===== src/inc/ppd_pkg.sv =====
// Constants shared by the parallel port register block and its handshake unit.
// Assumes one 25 MHz clock and a bus master on that same clock.
// Operation
// - Handshake flag drives interrupt request low
// - Interrupt request releases once flag clears
// - Two mode bits per handshake line
// - Control A bit 2 enables input latch
// - Direction C sets bidirectional handshake direction
// - Plain A write always loads output latch
// - Output pins drive their latch bits
// - Unlatched A reads mix pins and latch
// - Handshake A writes leave latch alone
// - Reset keeps data latches unchanged
// - Plain and first B writes load latch
// - B reads mix pins and latch
// - A handshake access clears flag, read lowers line
// - B handshake access clears flag, write lowers line
// - Port C write always loads latch
// - Handshake C pins ignore port C data
// - C reads mix pins and latch
// - Strobe captures A once for all three A registers
// - Interrupt flag is enabled status OR
// - Modes 0,1 falling; 2,3 rising edge
// - Output mode 1 gives one-cycle low pulse
// - Warning read clears only buffered bit
package ppd_pkg;
    localparam int unsigned DW = 8;
    localparam int unsigned AW = 4;

    // Register offsets
    localparam logic [AW-1:0] OFF_A_HS1   = 4'h0;
    localparam logic [AW-1:0] OFF_A_HS2   = 4'h1;
    localparam logic [AW-1:0] OFF_A_PLAIN = 4'h2;
    localparam logic [AW-1:0] OFF_B_PLAIN = 4'h3;
    localparam logic [AW-1:0] OFF_C_PLAIN = 4'h4;
    localparam logic [AW-1:0] OFF_DIR_A   = 4'h6;
    localparam logic [AW-1:0] OFF_DIR_B   = 4'h7;
    localparam logic [AW-1:0] OFF_DIR_C   = 4'h8;
    localparam logic [AW-1:0] OFF_CTL_A   = 4'h9;
    localparam logic [AW-1:0] OFF_CTL_B   = 4'ha;
    localparam logic [AW-1:0] OFF_FSEL    = 4'hb;
    localparam logic [AW-1:0] OFF_B_HS1   = 4'hc;
    localparam logic [AW-1:0] OFF_B_HS2   = 4'hd;
    localparam logic [AW-1:0] OFF_HSTAT   = 4'he;
    localparam logic [AW-1:0] OFF_HWARN   = 4'hf;

    // Control register fields
    localparam int unsigned CR_STB_LO = 0;
    localparam int unsigned CR_LE_BIT = 2;
    localparam int unsigned CR_LN_LO  = 3;
    localparam int unsigned CR_LVL    = 4;
    localparam int unsigned MODE_RISE = 1;
    localparam int unsigned MODE_IRQ  = 0;
    localparam logic [DW-1:0] CTL_RST = 8'h00;

    // Port C handshake pin positions, also function select bits
    localparam int unsigned PIN_STB_A = 4;
    localparam int unsigned PIN_LN_A  = 5;
    localparam int unsigned PIN_STB_B = 6;
    localparam int unsigned PIN_LN_B  = 7;
    localparam logic [DW-1:0] STB_PINS = 8'h50;
    localparam logic [DW-1:0] LN_PINS  = 8'ha0;

    // Output line modes
    typedef enum logic [1:0] {
        PPD_OUT_HOLD  = 2'b00,
        PPD_OUT_PULSE = 2'b01,
        PPD_OUT_LOW   = 2'b10,
        PPD_OUT_HIGH  = 2'b11
    } ppd_mode_e;

    // Active edge per mode
    function automatic logic edgeHit(input logic [1:0] mode, input logic prev,
                                     input logic cur);
        return mode[MODE_RISE] ? (~prev & cur) : (prev & ~cur);
    endfunction : edgeHit

    // Output bits show latch, input bits show pins
    function automatic logic [DW-1:0] readMix(input logic [DW-1:0] dir,
                                              input logic [DW-1:0] lat,
                                              input logic [DW-1:0] pin);
        return (dir & lat) | (~dir & pin);
    endfunction : readMix
endpackage : ppd_pkg


===== src/inc/ppd_hs_if.sv =====
// Signals between the register block and one handshake unit.
// Assumes both ends run on clk_sys.
`timescale 1ns/1ps
`default_nettype none
interface ppd_hs_if;
    logic       strobeIn;
    logic       lineIn;
    logic [1:0] strobeMode;
    logic [1:0] lineMode;
    logic       lineLvl;
    logic       strobeSel;
    logic       lineSel;
    logic       lineIsOut;
    logic       acc1;
    logic       acc2;
    logic       lowReq;
    logic       warnRead;
    logic       strobeHit;
    logic       strobeFlag;
    logic       lineFlag;
    logic       strobeMissed;
    logic       lineMissed;
    logic       lineOut;

    modport ctl (output strobeIn, lineIn, strobeMode, lineMode, lineLvl, strobeSel,
                 lineSel, lineIsOut, acc1, acc2, lowReq, warnRead,
                 input strobeHit, strobeFlag, lineFlag, strobeMissed, lineMissed, lineOut);
    modport hs (input strobeIn, lineIn, strobeMode, lineMode, lineLvl, strobeSel,
                lineSel, lineIsOut, acc1, acc2, lowReq, warnRead,
                output strobeHit, strobeFlag, lineFlag, strobeMissed, lineMissed, lineOut);
endinterface : ppd_hs_if
`default_nettype wire


===== src/core/ppd_handshake.sv =====
// One port's handshake pair: strobe input and bidirectional line.
// Assumes synchronised pin levels and one-cycle access pulses.
`timescale 1ns/1ps
`default_nettype none
module ppd_handshake
    import ppd_pkg::*;
(
    input wire logic clk_sys,
    input wire logic srst,
    ppd_hs_if.hs     hs
);
    logic stbPrev_q;
    logic lnPrev_q;
    logic stbFlag_q;
    logic lnFlag_q;
    logic stbMiss_q;
    logic lnMiss_q;
    logic stbBuf_q;
    logic lnBuf_q;
    logic lineOut_q;

    // ==========================================================
    // Edge detection
    // edge per mode
    wire logic stbAct = hs.strobeSel & edgeHit(hs.strobeMode, stbPrev_q, hs.strobeIn);
    wire logic lnAct  = hs.lineSel & ~hs.lineIsOut
                        & edgeHit(hs.lineMode, lnPrev_q, hs.lineIn);

    // History of levels, data only so no reset needed
    always_ff @(posedge clk_sys) begin
        stbPrev_q <= hs.strobeIn;
        lnPrev_q  <= hs.lineIn;
    end

    // ==========================================================
    // Status, warning and buffer latch; a new edge beats a clear
    // access clears flag
    wire logic stbFlag_d = stbAct | (stbFlag_q & ~hs.acc1);
    wire logic lnFlag_d  = lnAct | (lnFlag_q & ~hs.acc2);
    wire logic stbMiss_d = (stbAct & stbFlag_q) | (stbMiss_q & ~(hs.warnRead & stbBuf_q));
    wire logic lnMiss_d  = (lnAct & lnFlag_q) | (lnMiss_q & ~(hs.warnRead & lnBuf_q));
    wire logic stbBuf_d  = hs.acc1 ? stbMiss_q : (stbBuf_q & ~hs.warnRead);
    wire logic lnBuf_d   = hs.acc2 ? lnMiss_q : (lnBuf_q & ~hs.warnRead);

    always_ff @(posedge clk_sys) begin
        if (srst) begin
            {stbFlag_q, lnFlag_q, stbMiss_q, lnMiss_q} <= 4'h0;
            {stbBuf_q, lnBuf_q} <= 2'h0;
        end else begin
            {stbFlag_q, lnFlag_q, stbMiss_q, lnMiss_q} <= {stbFlag_d, lnFlag_d,
                                                          stbMiss_d, lnMiss_d};
            {stbBuf_q, lnBuf_q} <= {stbBuf_d, lnBuf_d};
        end
    end

    // ==========================================================
    // Output line level
    // pulse one cycle
    wire logic lineOut_d = hs.lineMode[MODE_RISE] ? hs.lineLvl
                         : hs.lowReq ? 1'b0
                         : (hs.lineMode == PPD_OUT_HOLD) ? (lineOut_q | stbAct)
                         : 1'b1;

    // Default level high for the two handshake modes
    always_ff @(posedge clk_sys) begin
        if (srst) begin
            lineOut_q <= 1'b1;
        end else begin
            lineOut_q <= lineOut_d;
        end
    end

    assign hs.strobeHit    = stbAct;
    assign hs.strobeFlag   = stbFlag_q;
    assign hs.lineFlag     = lnFlag_q;
    assign hs.strobeMissed = stbMiss_q;
    assign hs.lineMissed   = lnMiss_q;
    assign hs.lineOut      = lineOut_q;

    // ==========================================================
    // Checks
    AST_FLAG_CLEAR: assert property (@(posedge clk_sys) disable iff (srst)
        hs.acc1 && !stbAct |=> !stbFlag_q)
        else $error("strobe flag not cleared by access");
    AST_EDGE_SETS: assert property (@(posedge clk_sys) disable iff (srst)
        hs.strobeSel && !hs.strobeMode[MODE_RISE] && $fell(hs.strobeIn) |=> stbFlag_q)
        else $error("falling strobe did not set flag");
    AST_PULSE_WIDTH: assert property (@(posedge clk_sys) disable iff (srst)
        hs.lineMode == PPD_OUT_PULSE && hs.lowReq
        ##1 hs.lineMode == PPD_OUT_PULSE && !hs.lowReq
        |-> !lineOut_q ##1 lineOut_q)
        else $error("mode 1 pulse not one cycle");
    AST_WARN_KEEP: assert property (@(posedge clk_sys) disable iff (srst)
        hs.warnRead && !lnBuf_q && lnMiss_q |=> lnMiss_q)
        else $error("unbuffered warning bit cleared");
endmodule : ppd_handshake
`default_nettype wire


===== src/core/ppd_port_regs.sv =====
// Three-port parallel interface registers with handshake and interrupt.
// Assumes a bus master on clk_sys giving one-cycle address and data strobes.
`timescale 1ns/1ps
`default_nettype none
module ppd_port_regs
    import ppd_pkg::*;
(
    input  wire logic          clk_sys,
    input  wire logic          srst,
    input  wire logic          busAs,
    input  wire logic          busDs,
    input  wire logic          busRw,
    input  wire logic          busCsN,
    input  wire logic [DW-1:0] adIn,
    output var  logic [DW-1:0] adOut,
    output var  logic          adOe,
    input  wire logic [DW-1:0] paIn,
    output var  logic [DW-1:0] paOut,
    output var  logic [DW-1:0] paOe,
    input  wire logic [DW-1:0] pbIn,
    output var  logic [DW-1:0] pbOut,
    output var  logic [DW-1:0] pbOe,
    input  wire logic [DW-1:0] pcIn,
    output var  logic [DW-1:0] pcOut,
    output var  logic [DW-1:0] pcOe,
    output var  logic          irqN
);
    logic [AW-1:0] addr_q;
    logic [DW-1:0] paS1_q, paS2_q;
    logic [DW-1:0] pbS1_q, pbS2_q;
    logic [DW-1:0] pcS1_q, pcS2_q;
    logic [DW-1:0] dirA_q, dirB_q, dirC_q;
    logic [DW-1:0] ctlA_q, ctlB_q, fsel_q;
    logic [DW-1:0] outA_q, outB_q, outC_q;
    logic [DW-1:0] latA_q;
    logic [DW-1:0] adOut_q;
    logic          adOe_q;
    logic [DW-1:0] pcOut_q, pcOe_q;
    logic          irqN_q;

    ppd_hs_if hsA ();
    ppd_hs_if hsB ();

    // ==========================================================
    // Pin synchronisers; second stage is the only reader of the first
    always_ff @(posedge clk_sys) begin
        paS1_q <= paIn;
        paS2_q <= paS1_q;
        pbS1_q <= pbIn;
        pbS2_q <= pbS1_q;
        pcS1_q <= pcIn;
        pcS2_q <= pcS1_q;
    end

    // ==========================================================
    // Bus decode
    wire logic selOk = busDs & ~busCsN;
    wire logic wrEn  = selOk & ~busRw;
    wire logic rdEn  = selOk & busRw;
    wire logic accEn = selOk;
    wire logic hitA1 = addr_q == OFF_A_HS1;
    wire logic hitA2 = addr_q == OFF_A_HS2;
    wire logic hitAP = addr_q == OFF_A_PLAIN;
    wire logic hitBP = addr_q == OFF_B_PLAIN;
    wire logic hitCP = addr_q == OFF_C_PLAIN;
    wire logic hitB1 = addr_q == OFF_B_HS1;
    wire logic hitB2 = addr_q == OFF_B_HS2;

    always_ff @(posedge clk_sys) begin
        if (srst) begin
            addr_q <= OFF_A_HS1;
        end else if (busAs && !busCsN) begin
            addr_q <= adIn[AW-1:0];
        end
    end

    // ==========================================================
    // Control registers, cleared by reset
    always_ff @(posedge clk_sys) begin
        if (srst) begin
            dirA_q <= CTL_RST;
            dirB_q <= CTL_RST;
            dirC_q <= CTL_RST;
            ctlA_q <= CTL_RST;
            ctlB_q <= CTL_RST;
            fsel_q <= CTL_RST;
        end else if (wrEn) begin
            if (addr_q == OFF_DIR_A) dirA_q <= adIn;
            if (addr_q == OFF_DIR_B) dirB_q <= adIn;
            if (addr_q == OFF_DIR_C) dirC_q <= adIn;
            if (addr_q == OFF_CTL_A) ctlA_q <= adIn;
            if (addr_q == OFF_CTL_B) ctlB_q <= adIn;
            if (addr_q == OFF_FSEL)  fsel_q <= adIn;
        end
    end

    // ==========================================================
    // Output data latches; no reset so contents survive it
    // latches not reset
    always_ff @(posedge clk_sys) begin
        if (wrEn && hitAP) outA_q <= adIn;
        if (wrEn && (hitBP || hitB1)) outB_q <= adIn;
        if (wrEn && hitCP) outC_q <= adIn;
    end

    // ==========================================================
    // Strobe input latch for port A
    // latch enable bit
    wire logic latchOn = ctlA_q[CR_LE_BIT];
    wire logic latchGo = latchOn & hsA.strobeHit & ~hsA.strobeFlag;
    wire logic latchHeld = latchOn & hsA.strobeFlag;

    // One capture serves all three port A data registers
    always_ff @(posedge clk_sys) begin
        if (latchGo) latA_q <= paS2_q;
    end

    // ==========================================================
    // Handshake units
    // two-bit mode fields
    assign hsA.strobeMode = ctlA_q[CR_STB_LO +: 2];
    assign hsA.lineMode   = ctlA_q[CR_LN_LO +: 2];
    assign hsB.strobeMode = ctlB_q[CR_STB_LO +: 2];
    assign hsB.lineMode   = ctlB_q[CR_LN_LO +: 2];
    assign hsA.lineLvl    = ctlA_q[CR_LVL];
    assign hsB.lineLvl    = ctlB_q[CR_LVL];
    assign hsA.strobeIn   = pcS2_q[PIN_STB_A];
    assign hsA.lineIn     = pcS2_q[PIN_LN_A];
    assign hsB.strobeIn   = pcS2_q[PIN_STB_B];
    assign hsB.lineIn     = pcS2_q[PIN_LN_B];
    assign hsA.strobeSel  = fsel_q[PIN_STB_A];
    assign hsA.lineSel    = fsel_q[PIN_LN_A];
    assign hsB.strobeSel  = fsel_q[PIN_STB_B];
    assign hsB.lineSel    = fsel_q[PIN_LN_B];
    assign hsA.lineIsOut  = dirC_q[PIN_LN_A];
    assign hsB.lineIsOut  = dirC_q[PIN_LN_B];

    assign hsA.acc1   = accEn & hitA1;
    assign hsA.acc2   = accEn & hitA2;
    // Port A lowers its line on reads, the preferred input port
    assign hsA.lowReq = rdEn & (hitA1 | (hitA2 & ~hsA.strobeFlag));
    assign hsB.acc1   = accEn & hitB1;
    assign hsB.acc2   = accEn & hitB2;
    // Port B lowers its line on writes, the preferred output port
    assign hsB.lowReq = wrEn & (hitB1 | (hitB2 & ~hsB.strobeFlag));
    assign hsA.warnRead = rdEn & (addr_q == OFF_HWARN);
    assign hsB.warnRead = rdEn & (addr_q == OFF_HWARN);

    ppd_handshake uHsA (
        .clk_sys (clk_sys),
        .srst    (srst),
        .hs      (hsA.hs)
    );

    ppd_handshake uHsB (
        .clk_sys (clk_sys),
        .srst    (srst),
        .hs      (hsB.hs)
    );

    // ==========================================================
    // Status words
    wire logic [3:0] hsFlags = {hsB.lineFlag, hsA.lineFlag, hsB.strobeFlag, hsA.strobeFlag};
    wire logic [3:0] hsEna   = {ctlB_q[CR_LN_LO + MODE_IRQ], ctlA_q[CR_LN_LO + MODE_IRQ],
                                ctlB_q[CR_STB_LO + MODE_IRQ], ctlA_q[CR_STB_LO + MODE_IRQ]};
    wire logic irqFlag = |(hsFlags & hsEna);
    wire logic [DW-1:0] statWord = {irqFlag, 3'h0, hsFlags};
    wire logic [DW-1:0] warnWord = {4'h0, hsB.lineMissed, hsA.lineMissed,
                                    hsB.strobeMissed, hsA.strobeMissed};

    // ==========================================================
    // Read data selection
    // mix or captured
    wire logic [DW-1:0] pinA  = latchHeld ? latA_q : paS2_q;
    wire logic [DW-1:0] rdA   = readMix(dirA_q, outA_q, pinA);
    wire logic [DW-1:0] rdB   = readMix(dirB_q, outB_q, pbS2_q);
    wire logic [DW-1:0] rdC   = readMix(dirC_q, outC_q, pcS2_q);
    wire logic [DW-1:0] rdMux =
        (hitA1 || hitA2 || hitAP) ? rdA :
        (hitBP || hitB1 || hitB2) ? rdB :
        hitCP                     ? rdC :
        (addr_q == OFF_DIR_A)     ? dirA_q :
        (addr_q == OFF_DIR_B)     ? dirB_q :
        (addr_q == OFF_DIR_C)     ? dirC_q :
        (addr_q == OFF_CTL_A)     ? ctlA_q :
        (addr_q == OFF_CTL_B)     ? ctlB_q :
        (addr_q == OFF_FSEL)      ? fsel_q :
        (addr_q == OFF_HSTAT)     ? statWord :
        (addr_q == OFF_HWARN)     ? warnWord :
                                    CTL_RST;

    // Read answer stands one cycle after the data strobe
    always_ff @(posedge clk_sys) begin
        if (srst) begin
            adOut_q <= CTL_RST;
            adOe_q  <= 1'b0;
        end else begin
            adOut_q <= rdEn ? rdMux : adOut_q;
            adOe_q  <= rdEn;
        end
    end

    // ==========================================================
    // Port C drive; handshake pins override the data latch
    // handshake pins excluded
    wire logic [DW-1:0] hsMask  = fsel_q & (STB_PINS | LN_PINS);
    wire logic [DW-1:0] hsLevel = {hsB.lineOut, 1'b0, hsA.lineOut, 5'h00} & LN_PINS;
    wire logic [DW-1:0] pcOut_d = (outC_q & ~hsMask) | (hsLevel & hsMask);
    wire logic [DW-1:0] pcOe_d  = dirC_q & ~(fsel_q & STB_PINS);

    // Registered so that pin outputs come from flops
    always_ff @(posedge clk_sys) begin
        if (srst) begin
            pcOut_q <= CTL_RST;
            pcOe_q  <= CTL_RST;
        end else begin
            pcOut_q <= pcOut_d;
            pcOe_q  <= pcOe_d;
        end
    end

    // ==========================================================
    // Interrupt request, one cycle behind the flag
    // drive low
    always_ff @(posedge clk_sys) begin
        if (srst) begin
            irqN_q <= 1'b1;
        end else begin
            irqN_q <= ~irqFlag;
        end
    end

    // ==========================================================
    // Outputs
    // pins follow latch
    assign paOut = outA_q;
    assign paOe  = dirA_q;
    assign pbOut = outB_q;
    assign pbOe  = dirB_q;
    assign pcOut = pcOut_q;
    assign pcOe  = pcOe_q;
    assign adOut = adOut_q;
    assign adOe  = adOe_q;
    assign irqN  = irqN_q;

    // ==========================================================
    // Checks
    AST_IRQ_LOW: assert property (@(posedge clk_sys) disable iff (srst)
        irqFlag |=> !irqN)
        else $error("interrupt not asserted");

    AST_IRQ_RELEASE: assert property (@(posedge clk_sys) disable iff (srst)
        $fell(irqFlag) |-> ##1 irqN)
        else $error("interrupt not released");

    AST_IRQ_QUIET: assert property (@(posedge clk_sys) disable iff (srst)
        (hsFlags & hsEna) == 4'h0
        |=> irqN)
        else $error("interrupt from disabled line");

    // Bus and latch checks
    AST_ADDR_LATCH: assert property (@(posedge clk_sys) disable iff (srst)
        busAs && !busCsN
        |=> addr_q == $past(adIn[AW-1:0]))
        else $error("register address not latched");

    AST_A_PLAIN_WR: assert property (@(posedge clk_sys) disable iff (srst)
        wrEn && hitAP |=> paOut == $past(adIn))
        else $error("plain A write lost");

    AST_A_HS_WR: assert property (@(posedge clk_sys) disable iff (srst)
        wrEn && (hitA1 || hitA2) |=> $stable(paOut))
        else $error("handshake A write changed latch");

    AST_B_LOAD: assert property (@(posedge clk_sys) disable iff (srst)
        wrEn && (hitBP || hitB1)
        |=> pbOut == $past(adIn))
        else $error("port B write lost");

    AST_B_HS2_WR: assert property (@(posedge clk_sys) disable iff (srst)
        wrEn && hitB2 |=> $stable(pbOut))
        else $error("second B write changed latch");

    AST_C_WR: assert property (@(posedge clk_sys) disable iff (srst)
        wrEn && hitCP
        |=> outC_q == $past(adIn))
        else $error("port C write lost");

    // Port C pin checks
    AST_C_HS_PIN: assert property (@(posedge clk_sys) disable iff (srst)
        fsel_q[PIN_STB_A] && $stable(fsel_q) |=> !pcOe[PIN_STB_A])
        else $error("strobe pin driven");

    AST_LINE_DIR: assert property (@(posedge clk_sys) disable iff (srst)
        dirC_q[PIN_LN_A]
        |=> pcOe[PIN_LN_A])
        else $error("line A direction ignored");

    // Read and capture checks
    AST_A_CAPTURE: assert property (@(posedge clk_sys) disable iff (srst)
        latchHeld && rdEn && (hitA1 || hitA2 || hitAP) |=> adOut == readMix(
            $past(dirA_q), $past(outA_q), $past(latA_q)))
        else $error("captured A data not returned");

    AST_LATCH_HOLD: assert property (@(posedge clk_sys) disable iff (srst)
        latchHeld
        |=> $stable(latA_q))
        else $error("captured A data overwritten");

    AST_RD_A_LIVE: assert property (@(posedge clk_sys) disable iff (srst)
        rdEn && (hitA1 || hitA2 || hitAP) && !latchOn
        |=> adOut == readMix($past(dirA_q), $past(outA_q), $past(paS2_q)))
        else $error("port A live read wrong");

    AST_RD_B: assert property (@(posedge clk_sys) disable iff (srst)
        rdEn && (hitBP || hitB1 || hitB2) |=> adOe && adOut == readMix(
            $past(dirB_q), $past(outB_q), $past(pbS2_q)))
        else $error("port B read wrong");

    AST_RD_C: assert property (@(posedge clk_sys) disable iff (srst)
        rdEn && hitCP
        |=> adOut == readMix($past(dirC_q), $past(outC_q), $past(pcS2_q)))
        else $error("port C read wrong");

    // Handshake line checks
    AST_A_LINE_LOW: assert property (@(posedge clk_sys) disable iff (srst)
        ctlA_q[CR_LN_LO +: 2] == PPD_OUT_HOLD && rdEn && hitA1
        |=> !hsA.lineOut)
        else $error("port A line not lowered");

    AST_B_LINE_LOW: assert property (@(posedge clk_sys) disable iff (srst)
        ctlB_q[CR_LN_LO +: 2] == PPD_OUT_HOLD && wrEn && hitB1
        |=> !hsB.lineOut)
        else $error("port B line not lowered");
endmodule : ppd_port_regs
`default_nettype wire


===== config.mk =====
export PLATFORM = sky130hd
export DESIGN_NAME = ppd_port_regs
export DESIGN_NICKNAME = d
export VERILOG_FILES = /design/src/inc/ppd_pkg.sv /design/src/inc/ppd_hs_if.sv /design/src/core/ppd_handshake.sv /design/src/core/ppd_port_regs.sv
export SDC_FILE = /design/constraint.sdc
export NUM_CORES = 1
export LEC_CHECK = 0
export BUFFER_PORTS_ARGS = -buffer_cell sky130_fd_sc_hd__buf_2
export CELL_PAD_IN_SITES_DETAIL_PLACEMENT = 1
export CELL_PAD_IN_SITES_GLOBAL_PLACEMENT = 2
export CORE_MARGIN = 10
export CORE_UTILIZATION = 37
export DETAILED_ROUTE_END_ITERATION = 10
export GPL_TIMING_DRIVEN = 0
export PLACE_DENSITY_LB_ADDON = 0.1
export SETUP_SLACK_MARGIN = 0.2
export SYNTH_ARGS = -nofsm -noshare
export SYNTH_HDL_FRONTEND = slang
export SYNTH_HIERARCHICAL = 1
export SYNTH_SLANG_ARGS = --single-unit

===== constraint.sdc =====
create_clock -name clk_sys -period 2.6 [get_ports clk_sys]
set_input_delay 0.39 -clock clk_sys [delete_from_list [all_inputs] [get_ports clk_sys]]
set_output_delay 0.39 -clock clk_sys [all_outputs]
set_load 0.005 [all_outputs]

Word level (Yosys, flattened, before mapping)
Cells that the tools add are included.
{ "totals": {"ff_bits": 176, "n_memories": 0, "elab_cells": 203, "latchBits": 0, "inputBits": 38, "out_inout_bits": 58, "mem_bits_ro": 0, "ramBits": 0} }
{ "classes": {"mux": 24, "div_mod_pow": 0, "add_sub_neg": 0, "bitwise": 104, "n_eq_ne": 14, "reduce_logical": 21, "n_shift": 0, "n_mul": 0, "n_lt_le_gt_ge": 0} }
{ "ops": {"columns": ["operator", "count"], "rows": [
  ["8-bit 2-to-1 mux", 11],
  ["8-bit bitwise AND", 9],
  ["1-bit bitwise AND", 49],
  ["4-bit == test (second input constant)", 8],
  ["8-bit NOT", 4],
  ["8-bit OR", 4],
  ["1-bit NOT", 24],
  ["4-bit by 3-bit == test with 1-bit output (second input constant)", 3],
  ["1-bit 2-to-1 mux", 12],
  ["1-bit OR", 12],
  ["2-bit AND reduction", 6],
  ["4-bit by 2-bit == test with 1-bit output (second input constant)", 2],
  ["7-bit NOT with 8-bit output", 1],
  ["4-bit bitwise AND", 1],
  ["4-bit by 1-bit == test with 1-bit output (second input constant)", 1],
  ["1-bit logical AND", 4],
  ["2-bit zero test", 2],
  ["4-bit zero test", 1],
  ["1-bit logical OR", 4],
  ["4-bit 2-to-1 mux", 1],
  ["2-bit OR reduction", 2],
  ["4-bit OR reduction", 1],
  ["1-bit zero test", 1]
]} }

Longest topological paths before layout
Gate-level depths: netlist of run 1.
{ "logic_depth": {"ltp_word": 12, "ltp_mapped": 8, "depth_no_buf": 6} }

Modules after synthesis
Netlist of run 1, hierarchy kept.
{ "by_module_without_submodules": {"columns": ["module", "seq_area_each_um2", "area_per_inst_um2", "cells_per_inst", "instances"], "rows": [
  ["ppd_port_regs", 3483.3, 5957.0, 515, 1],
  ["ppd_handshake", 180.2, 382.9, 41, 2]
]} }

Worst setup path before layout of run 1
OpenSTA, ideal clock, no wires.
{ "synth_path": {"path_type": "register -> register", "from": "register addr_q[0]", "to": "register uHsA.lnBuf_q", "period_less_slack_ns": 1.845, "path_stages_with_launch": 9, "arrival_time_ns": 1.728, "setup_time_ns": 0.117, "path_slack_ns": 0.755, "required_time_ns": 2.483, "n_path_buf": 3, "path_cell_list": "dfxtp_1 buf_2 buf_4 buf_2 nand2_1 nor3_1 nor2_1 a22oi_1 nor2_1"} }
{ "synth_between": {"elab_chain_cells": 5, "word_cells_on_any_way": 7, "cone_classes": "2 x eq/ne; 1 x mux; 4 x bitwise"} }
{ "synth_lines": {"columns": ["item", "line", "source"], "rows": [
  ["start, declared", "ppd_port_regs.sv:28", "logic [AW-1:0] addr_q;"],
  ["start signal, assigned", "ppd_port_regs.sv:73", "addr_q <= adIn[AW-1:0];"],
  ["4-bit == test", "ppd_port_regs.sv:146", "assign hsA.warnRead = rdEn & (addr_q == OFF_HWARN);"],
  ["1-bit bitwise AND", "ppd_port_regs.sv:146", null],
  ["named net hsA.warnRead", "ppd_hs_if.sv:17", "logic warnRead;"],
  ["1-bit NOT", "ppd_handshake.sv:43", "wire logic lnBuf_d = hs.acc2 ? lnMiss_q : (lnBuf_q & ~hs.warnRead);"],
  ["1-bit bitwise AND", "ppd_handshake.sv:43", null],
  ["1-bit 2-to-1 mux", "ppd_handshake.sv:43", null],
  ["end signal, assigned", "ppd_handshake.sv:52", "{stbBuf_q, lnBuf_q} <= {stbBuf_d, lnBuf_d};"],
  ["end, declared", "ppd_handshake.sv:19", "logic lnBuf_q;"]
]} }
The timed path passes the listed nets, and every way through them passes these cells.
A chain may end at the register's enable or synchronous reset.

Final worst setup path of run 1
{ "layout_path": {"from": "register addr_q[0]", "to": "register uHsB.lnBuf_q"} }
{ "layout_between": {"word_cells_on_any_way": 7, "cone_classes": "2 x eq/ne; 1 x mux; 4 x bitwise"} }
{ "layout_rtl": {"columns": ["item", "line", "source"], "rows": [
  ["4-bit == test", "ppd_port_regs.sv:67", "wire logic hitB2 = addr_q == OFF_B_HS2;"],
  ["1-bit bitwise AND", "ppd_port_regs.sv:143", "assign hsB.acc2 = accEn & hitB2;"],
  ["named net hsB.acc2", "ppd_hs_if.sv:15", "logic acc2;"],
  ["1-bit 2-to-1 mux", "ppd_handshake.sv:43", null],
  ["end signal, assigned", "ppd_handshake.sv:52", null],
  ["end, declared", "ppd_handshake.sv:19", null]
]} }
The timed path passes the listed nets, and every way through them passes these cells.

==> results of run 1 <==
-- critical path, cell delays in order (launching register included) --
cell and delay, ns:
dfxtp_1 0.37, buf_2 0.29, buf_4 0.29, buf_2 0.31
nand2_1 0.17, nor3_1 0.42, nor2_1 0.10, a22oi_1 0.16
nor2_1 0.05
-- metrics by stage --
stage,std cells,hold slack [ns],util [%]
after floorplan,596,0.310,-
after CTS,951,0.0383,45.2
final,951,0.0526,45.2
after global routing,951,0.0392,45.2
after global placement,919,0.310,41.8
after detailed placement,919,0.314,41.8
-- power by group through the flow --
stage | Combinational (mW) | Clock [mW] | Sequential (mW)
3_3_place_gp | 0.289 | 0 | 2.92
3_5_place_dp | 0.294 | 0 | 2.92
4_1_cts | 0.295 | 2.69 | 2.86
5_1_grt | 0.320 | 2.79 | 2.86
6_report | 0.295 | 2.63 | 2.86
2_1_floorplan | 0.155 | 0 | 2.91
-- how the worst max path moves through the flow --
stage,start,endpoint,slack [ns],cells past startpoint
3_5_place_dp,addr_q[0],uHsA/hs.strobeMissed,-0.003,8
2_1_floorplan,addr_q[0],uHsA/lnBuf_q,0.76,8
5_1_grt,addr_q[0],uHsB/lnBuf_q,0.21,8
4_1_cts,addr_q[0],outC_q[0],0.27,4
3_3_place_gp,addr_q[0],uHsA/hs.strobeMissed,0.13,8
6_report,addr_q[0],uHsB/lnBuf_q,0.32,8
-- layer usage --
| layer | GRT usage, % | part of all wire (%) |
|---|---|---|
| met1 | 23.3 | 45 |
| met2 | 30.0 | 48 |
| met3 | 3.88 | 4.2 |
| met4 | 6.48 | 2.3 |
| met5 | 0 | 0 |
-- placed cells by master (no fill, tap or decap), types with 6 or more instances in the layout --
| cell | instances |
|---|---|
| clkbuf_16 | 17 |
| buf_2 | 104 |
| nand2_1 | 34 |
| nor2b_1 | 16 |
| nor2_2 | 12 |
| a221oi_1 | 6 |
| a21oi_1 | 24 |
| mux2_2 | 8 |
| dfxtp_1 | 144 |
| o21ai_1 | 7 |
| o21ai_0 | 12 |
| clkbuf_1 | 13 |
| nor3b_1 | 9 |
| nor2_1 | 68 |
| edfxtp_1 | 32 |
| nand2b_1 | 13 |
| mux2i_1 | 80 |
-- area by class of cell --
cell class,count,area (um2)
Clock buffer,18,429
Fill cell,1986,9810
Buffer,28,140
Inverter,3,11.3
Sequential cell,176,3840
Tap cell,229,287
Timing Repair Buffer,94,470
Clock inverter,14,174
Multi-Input combinational cell,389,2740
-- repair_timing --
action                     CTS  global route
setup endpoints to repair   16            16
resized for setup            2             2
cloned                       0             0
pin swaps                    0             1
==> flow_metrics.py, run 1 <==
metrics = {
    "clock_tree": {
        "clk_pin_slew_worst_paths_ns": 0.07,
        "cts.sinks": 176,
        "cts_tree": "done",
        "clockBufferDepth": 2,
        "h-tree-depth": 4,
        "cts_buffers": 17,
        "post_cts_buffers": 0,
        "cts_root_buf": "clkbuf_16",
        "clk_latency_ns": 0.43,
        "ctsHoldBuffers": 0,
    },
    "power": {
        "seqPwrFrac_pct": 49.4,
        "p_leak_nw": 3.38,
        "p_per_area_nw_per_um2": 714,
        "pwr-share-comb_pct": 5.1,
        "total_power_mw": 5.78,
        "clkPwrFrac_pct": 45.5,
        "switching_share_pct": 24.1,
        "p_int_mw": 4.39,
        "p_switching_mw": 1.39,
        "vdd.ir_drop.worst_v": 0.000485,
    },
    "critical_path": {
        "startpoint_type": "flop",
        "r2r-start": "addr_q[0]",
        "rr_endpoint": "uHsB/lnBuf_q",
        "cp_max_fo": 10,
        "worstSetupEndpointType": "flop",
        "reg2regPathDepth": 8,
        "r2r_slack_ns": 0.32,
        "worstPathArrival_ns": 2.60,
        "worst-setup-path-type": "reg2reg",
        "worstPathRequired_ns": 2.92,
    },
    "die": {
        "core_area_um2": 17900,
        "rows": 49,
        "die_w_um": 155,
        "num_io_pins": 96,
        "chipHeight_um": 155,
        "dieArea_um2": 23900,
        "start_util_pct": 37.5,
    },
    "routing": {
        "drcViolationCount": 0,
        "wirelength_um": 21800,
        "drtPass1Iterations": 5,
        "drt_iter0_drc": 263,
        "vias_per_cell": 5.32,
        "drtAntennaViolNets": 0,
        "avgRoutedWirePerCell_um": 23.0,
        "vias": 5061,
    },
    "timing": {
        "worst_slew_pin_slew_ns": 1.01,
        "fmax_ghz": 0.439,
        "fin_crit_sh_pct": 87.7,
        "tns_ns": 0,
        "max_slew_margin_pct": 32.6,
        "rsz0062_at_grt": "false",
        "setup_viol": 0,
        "maxSlewViolCount": 0,
        "fin_ws_ns": 0.320,
        "period_minus_slack_ns": 2.28,
        "skew_ns": 0.0108,
        "hold_viol": 0,
    },
    "final_layout": {
        "area_delta_synth_final_pct": 20.5,
        "nNetsFinal": 747,
        "drive_gt1_share_pct": 26.2,
        "diodes": 0,
        "finalInstanceArea_um2": 8090,
    },
    "grt": {
        "grt_pass1_wl_um": 33500,
        "grt-ovfl-total": 0,
        "grt_pass1_vias": 5524,
        "grt_max_degree": 18,
        "grtUsageTotal_pct": 18.3,
        "antenna_found_initial": 0,
    },
    "worst_hold_path": {
        "holdPathEnd": "pbS1_q[4]",
        "hp-start": "pbIn[4]",
        "hold_depth": 1,
        "min_path_type": "in2reg",
    },
    "run": {
        "cap_violations": 0,
    },
    "run_status": {
        "status": "finished, final reports clean",
    },
    "synth": {
        "synthesis.nets": 634,
        "synthesis.area_um2": 6720,
        "synth_cells": 596,
        "syn_avg_cell_area_um2": 11.3,
        "synth-warning-count": 6,
    },
    "placement": {
        "place_area_um2": 7480,
        "place_congestion": 0.883,
        "dp_slack_ns": -0.00318,
        "hpwl_um": 15800,
        "io_buffers": 94,
    },
}
(Power assumes the default switching activity.)
==> run 2, diff against run 1 <==
Settings changed: CTS_CLUSTER_SIZE set to 40, PLACE_DENSITY set to 0.76, PLACE_DENSITY_LB_ADDON 0.1 to unset.
==> run 2 against run 1 <==
Net effect: fmax rose by 2.0%; highest routed layer unchanged; sequential power is essentially flat; critical endpoint is now outC_q[7]; power is 3.7% lower; critical path type unchanged; register-to-register slack improved by 0.05 ns; utilization down 0.30 points; setup slack improved by 0.046 ns; sequential share of layout area up 0.32 points; critical path depth fell by 4; die area did not move; hold slack improved by 0.0036 ns.
==> flow_metrics.py, run 2 (same netlist as run 1, synthesis figures left out) <==
metrics = {
    "clock_tree": {
        "cts_tree": "done",
        "cts_root_buf": "clkbuf_16",
        "clockBufferDepth": 2,
        "ctsHoldBuffers": 0,
        "post_cts_buffers": 0,
        "cts.sinks": 176,
        "clk_pin_slew_worst_paths_ns": 0.07,
        "ctsResizeCount": 1,
        "h-tree-depth": 4,
        "clk_latency_ns": 0.43,
        "cts_buffers": 17,
    },
    "timing": {
        "worst_slew_pin_slew_ns": 0.999,
        "fin_crit_sh_pct": 85.9,
        "maxSlewViolCount": 0,
        "max_slew_margin_pct": 33.4,
        "whs_ns": 0.0562,
        "setup_viol": 0,
        "period_minus_slack_ns": 2.23,
        "fmax_ghz": 0.448,
        "hold_viol": 0,
        "rsz0062_at_grt": "false",
        "skew_ns": 0.00753,
    },
    "grt": {
        "grt_pass1_wl_um": 33200,
        "grt_pass1_vias": 5417,
        "grt-ovfl-total": 0,
        "grtUsageTotal_pct": 18.1,
        "antenna_found_initial": 0,
        "grt_max_degree": 17,
    },
    "final_layout": {
        "drive_gt1_share_pct": 26.2,
        "mostFrequentLayoutCells": "dfxtp_1, buf_2, mux2i_1",
        "area_delta_synth_final_pct": 19.7,
        "diodes": 0,
        "finalInstanceArea_um2": 8040,
        "nNetsFinal": 747,
        "fillers": 2001,
        "final_common_cell": "dfxtp_1",
        "fin_cells": 950,
    },
    "routing": {
        "wirelength_met1_um": 9810,
        "drcViolationCount": 0,
        "vias_per_cell": 5.29,
        "drt_iter0_drc": 285,
        "drtPass1Iterations": 4,
        "drtAntennaViolNets": 0,
        "met2WireLength_um": 10800,
        "top_layer_used": "met4",
        "avgRoutedWirePerCell_um": 23.0,
        "vias": 5023,
        "met3_wirelength_um": 982,
        "wirelength_um": 21900,
    },
    "power": {
        "pwr-share-comb_pct": 5.3,
        "p_switching_mw": 1.32,
        "seqPwrFrac_pct": 51.4,
        "p_leak_nw": 3.36,
        "total_power_mw": 5.57,
        "p_int_mw": 4.25,
        "switching_share_pct": 23.7,
        "clkPwrFrac_pct": 43.3,
        "p_per_area_nw_per_um2": 692,
        "vdd.ir_drop.worst_v": 0.000470,
    },
    "placement": {
        "place_area_um2": 7480,
        "place_congestion": 0.871,
        "dp_cells": 919,
        "hpwl_um": 15900,
        "io_buffers": 94,
    },
    "die": {
        "num_io_pins": 96,
        "chipHeight_um": 155,
        "core_area_um2": 17900,
        "die_w_um": 155,
        "rows": 49,
        "dieArea_um2": 23900,
        "start_util_pct": 37.5,
    },
    "critical_path": {
        "worstSetupEndpointType": "flop",
        "cp-startpoint": "addr_q[2]",
        "worst-setup-path-type": "reg2reg",
        "startpoint_type": "flop",
        "r2r-start": "addr_q[2]",
        "worstPathRequired_ns": 2.70,
        "cp_max_fo": 10,
        "worstPathArrival_ns": 2.33,
    },
    "run_status": {
        "status": "finished, final reports clean",
    },
    "run": {
        "cap_violations": 0,
    },
    "worst_hold_path": {
        "hp-start": "pcIn[2]",
        "min_path_type": "in2reg",
    },
}
==> run 2: cell types whose count changed in the layout (fill, tap and decap cells not counted), sizes merged <==
cell      delta
bufinv       -1
clkinv       +6
clkinvlp     -1
inv          -5
==> run 2: worst max-delay path, cell delays in order (launching register included) <==
cell and delay, ns:
dfxtp_1 0.43, buf_4 0.22, nand2b_1 0.17, nor3_2 0.60, and2_2 0.48
==> run 2: worst paths after layout <==
check	endpoint	cells past startpoint	slack (ns)
worst max-delay path	outC_q[7]	4	0.37
worst min-delay path	pcS1_q[2]	1	0.06
worst max register to register	outC_q[7]	4	0.37
worst min register to register	paS2_q[2]	0	0.33
==> run 2: layout make-up <==
class / count / area [um2] / area share [%]
inverter: 3 / 11.3 / 0.140
clock inverter: 13 / 115 / 1.43
sequential: 176 / 3840 / 47.8
multi-input combinational: 389 / 2740 / 34.1
tap: 229 / 287 / 3.56
clock buffer: 18 / 429 / 5.34
buffer: 28 / 140 / 1.74
timing repair buffer: 94 / 470 / 5.85
==> run 2: metal layers <==
| metal | vias to the layer above | global-route usage (%) |
|---|---|---|
| li1 | 2349 | - |
| met1 | 2533 | 23.0 |
| met2 | 123 | 30.4 |
| met3 | 18 | 4.05 |
| met4 | 0 | 4.63 |
| met5 | - | 0 |
==> run 2: stage by stage <==
stage          setup TNS (ns)  worst slack (ns)  utilization [%]
3_3_place_gp                0             0.135             41.8
5_1_grt                     0             0.238             44.9
2_1_floorplan               0             0.755                -
4_1_cts                     0             0.201             44.8
3_5_place_dp          -0.0122          -0.00781             41.8
6_report                    0             0.366             44.9
==> run 2: power by group through the flow <==
stage	registers, mW	clock network [mW]	logic (mW)
after detailed placement	2.92	0	0.293
final	2.86	2.41	0.295
after CTS	2.86	2.45	0.296
after global placement	2.92	0	0.287
after floorplan	2.91	0	0.155
after global routing	2.86	2.57	0.319
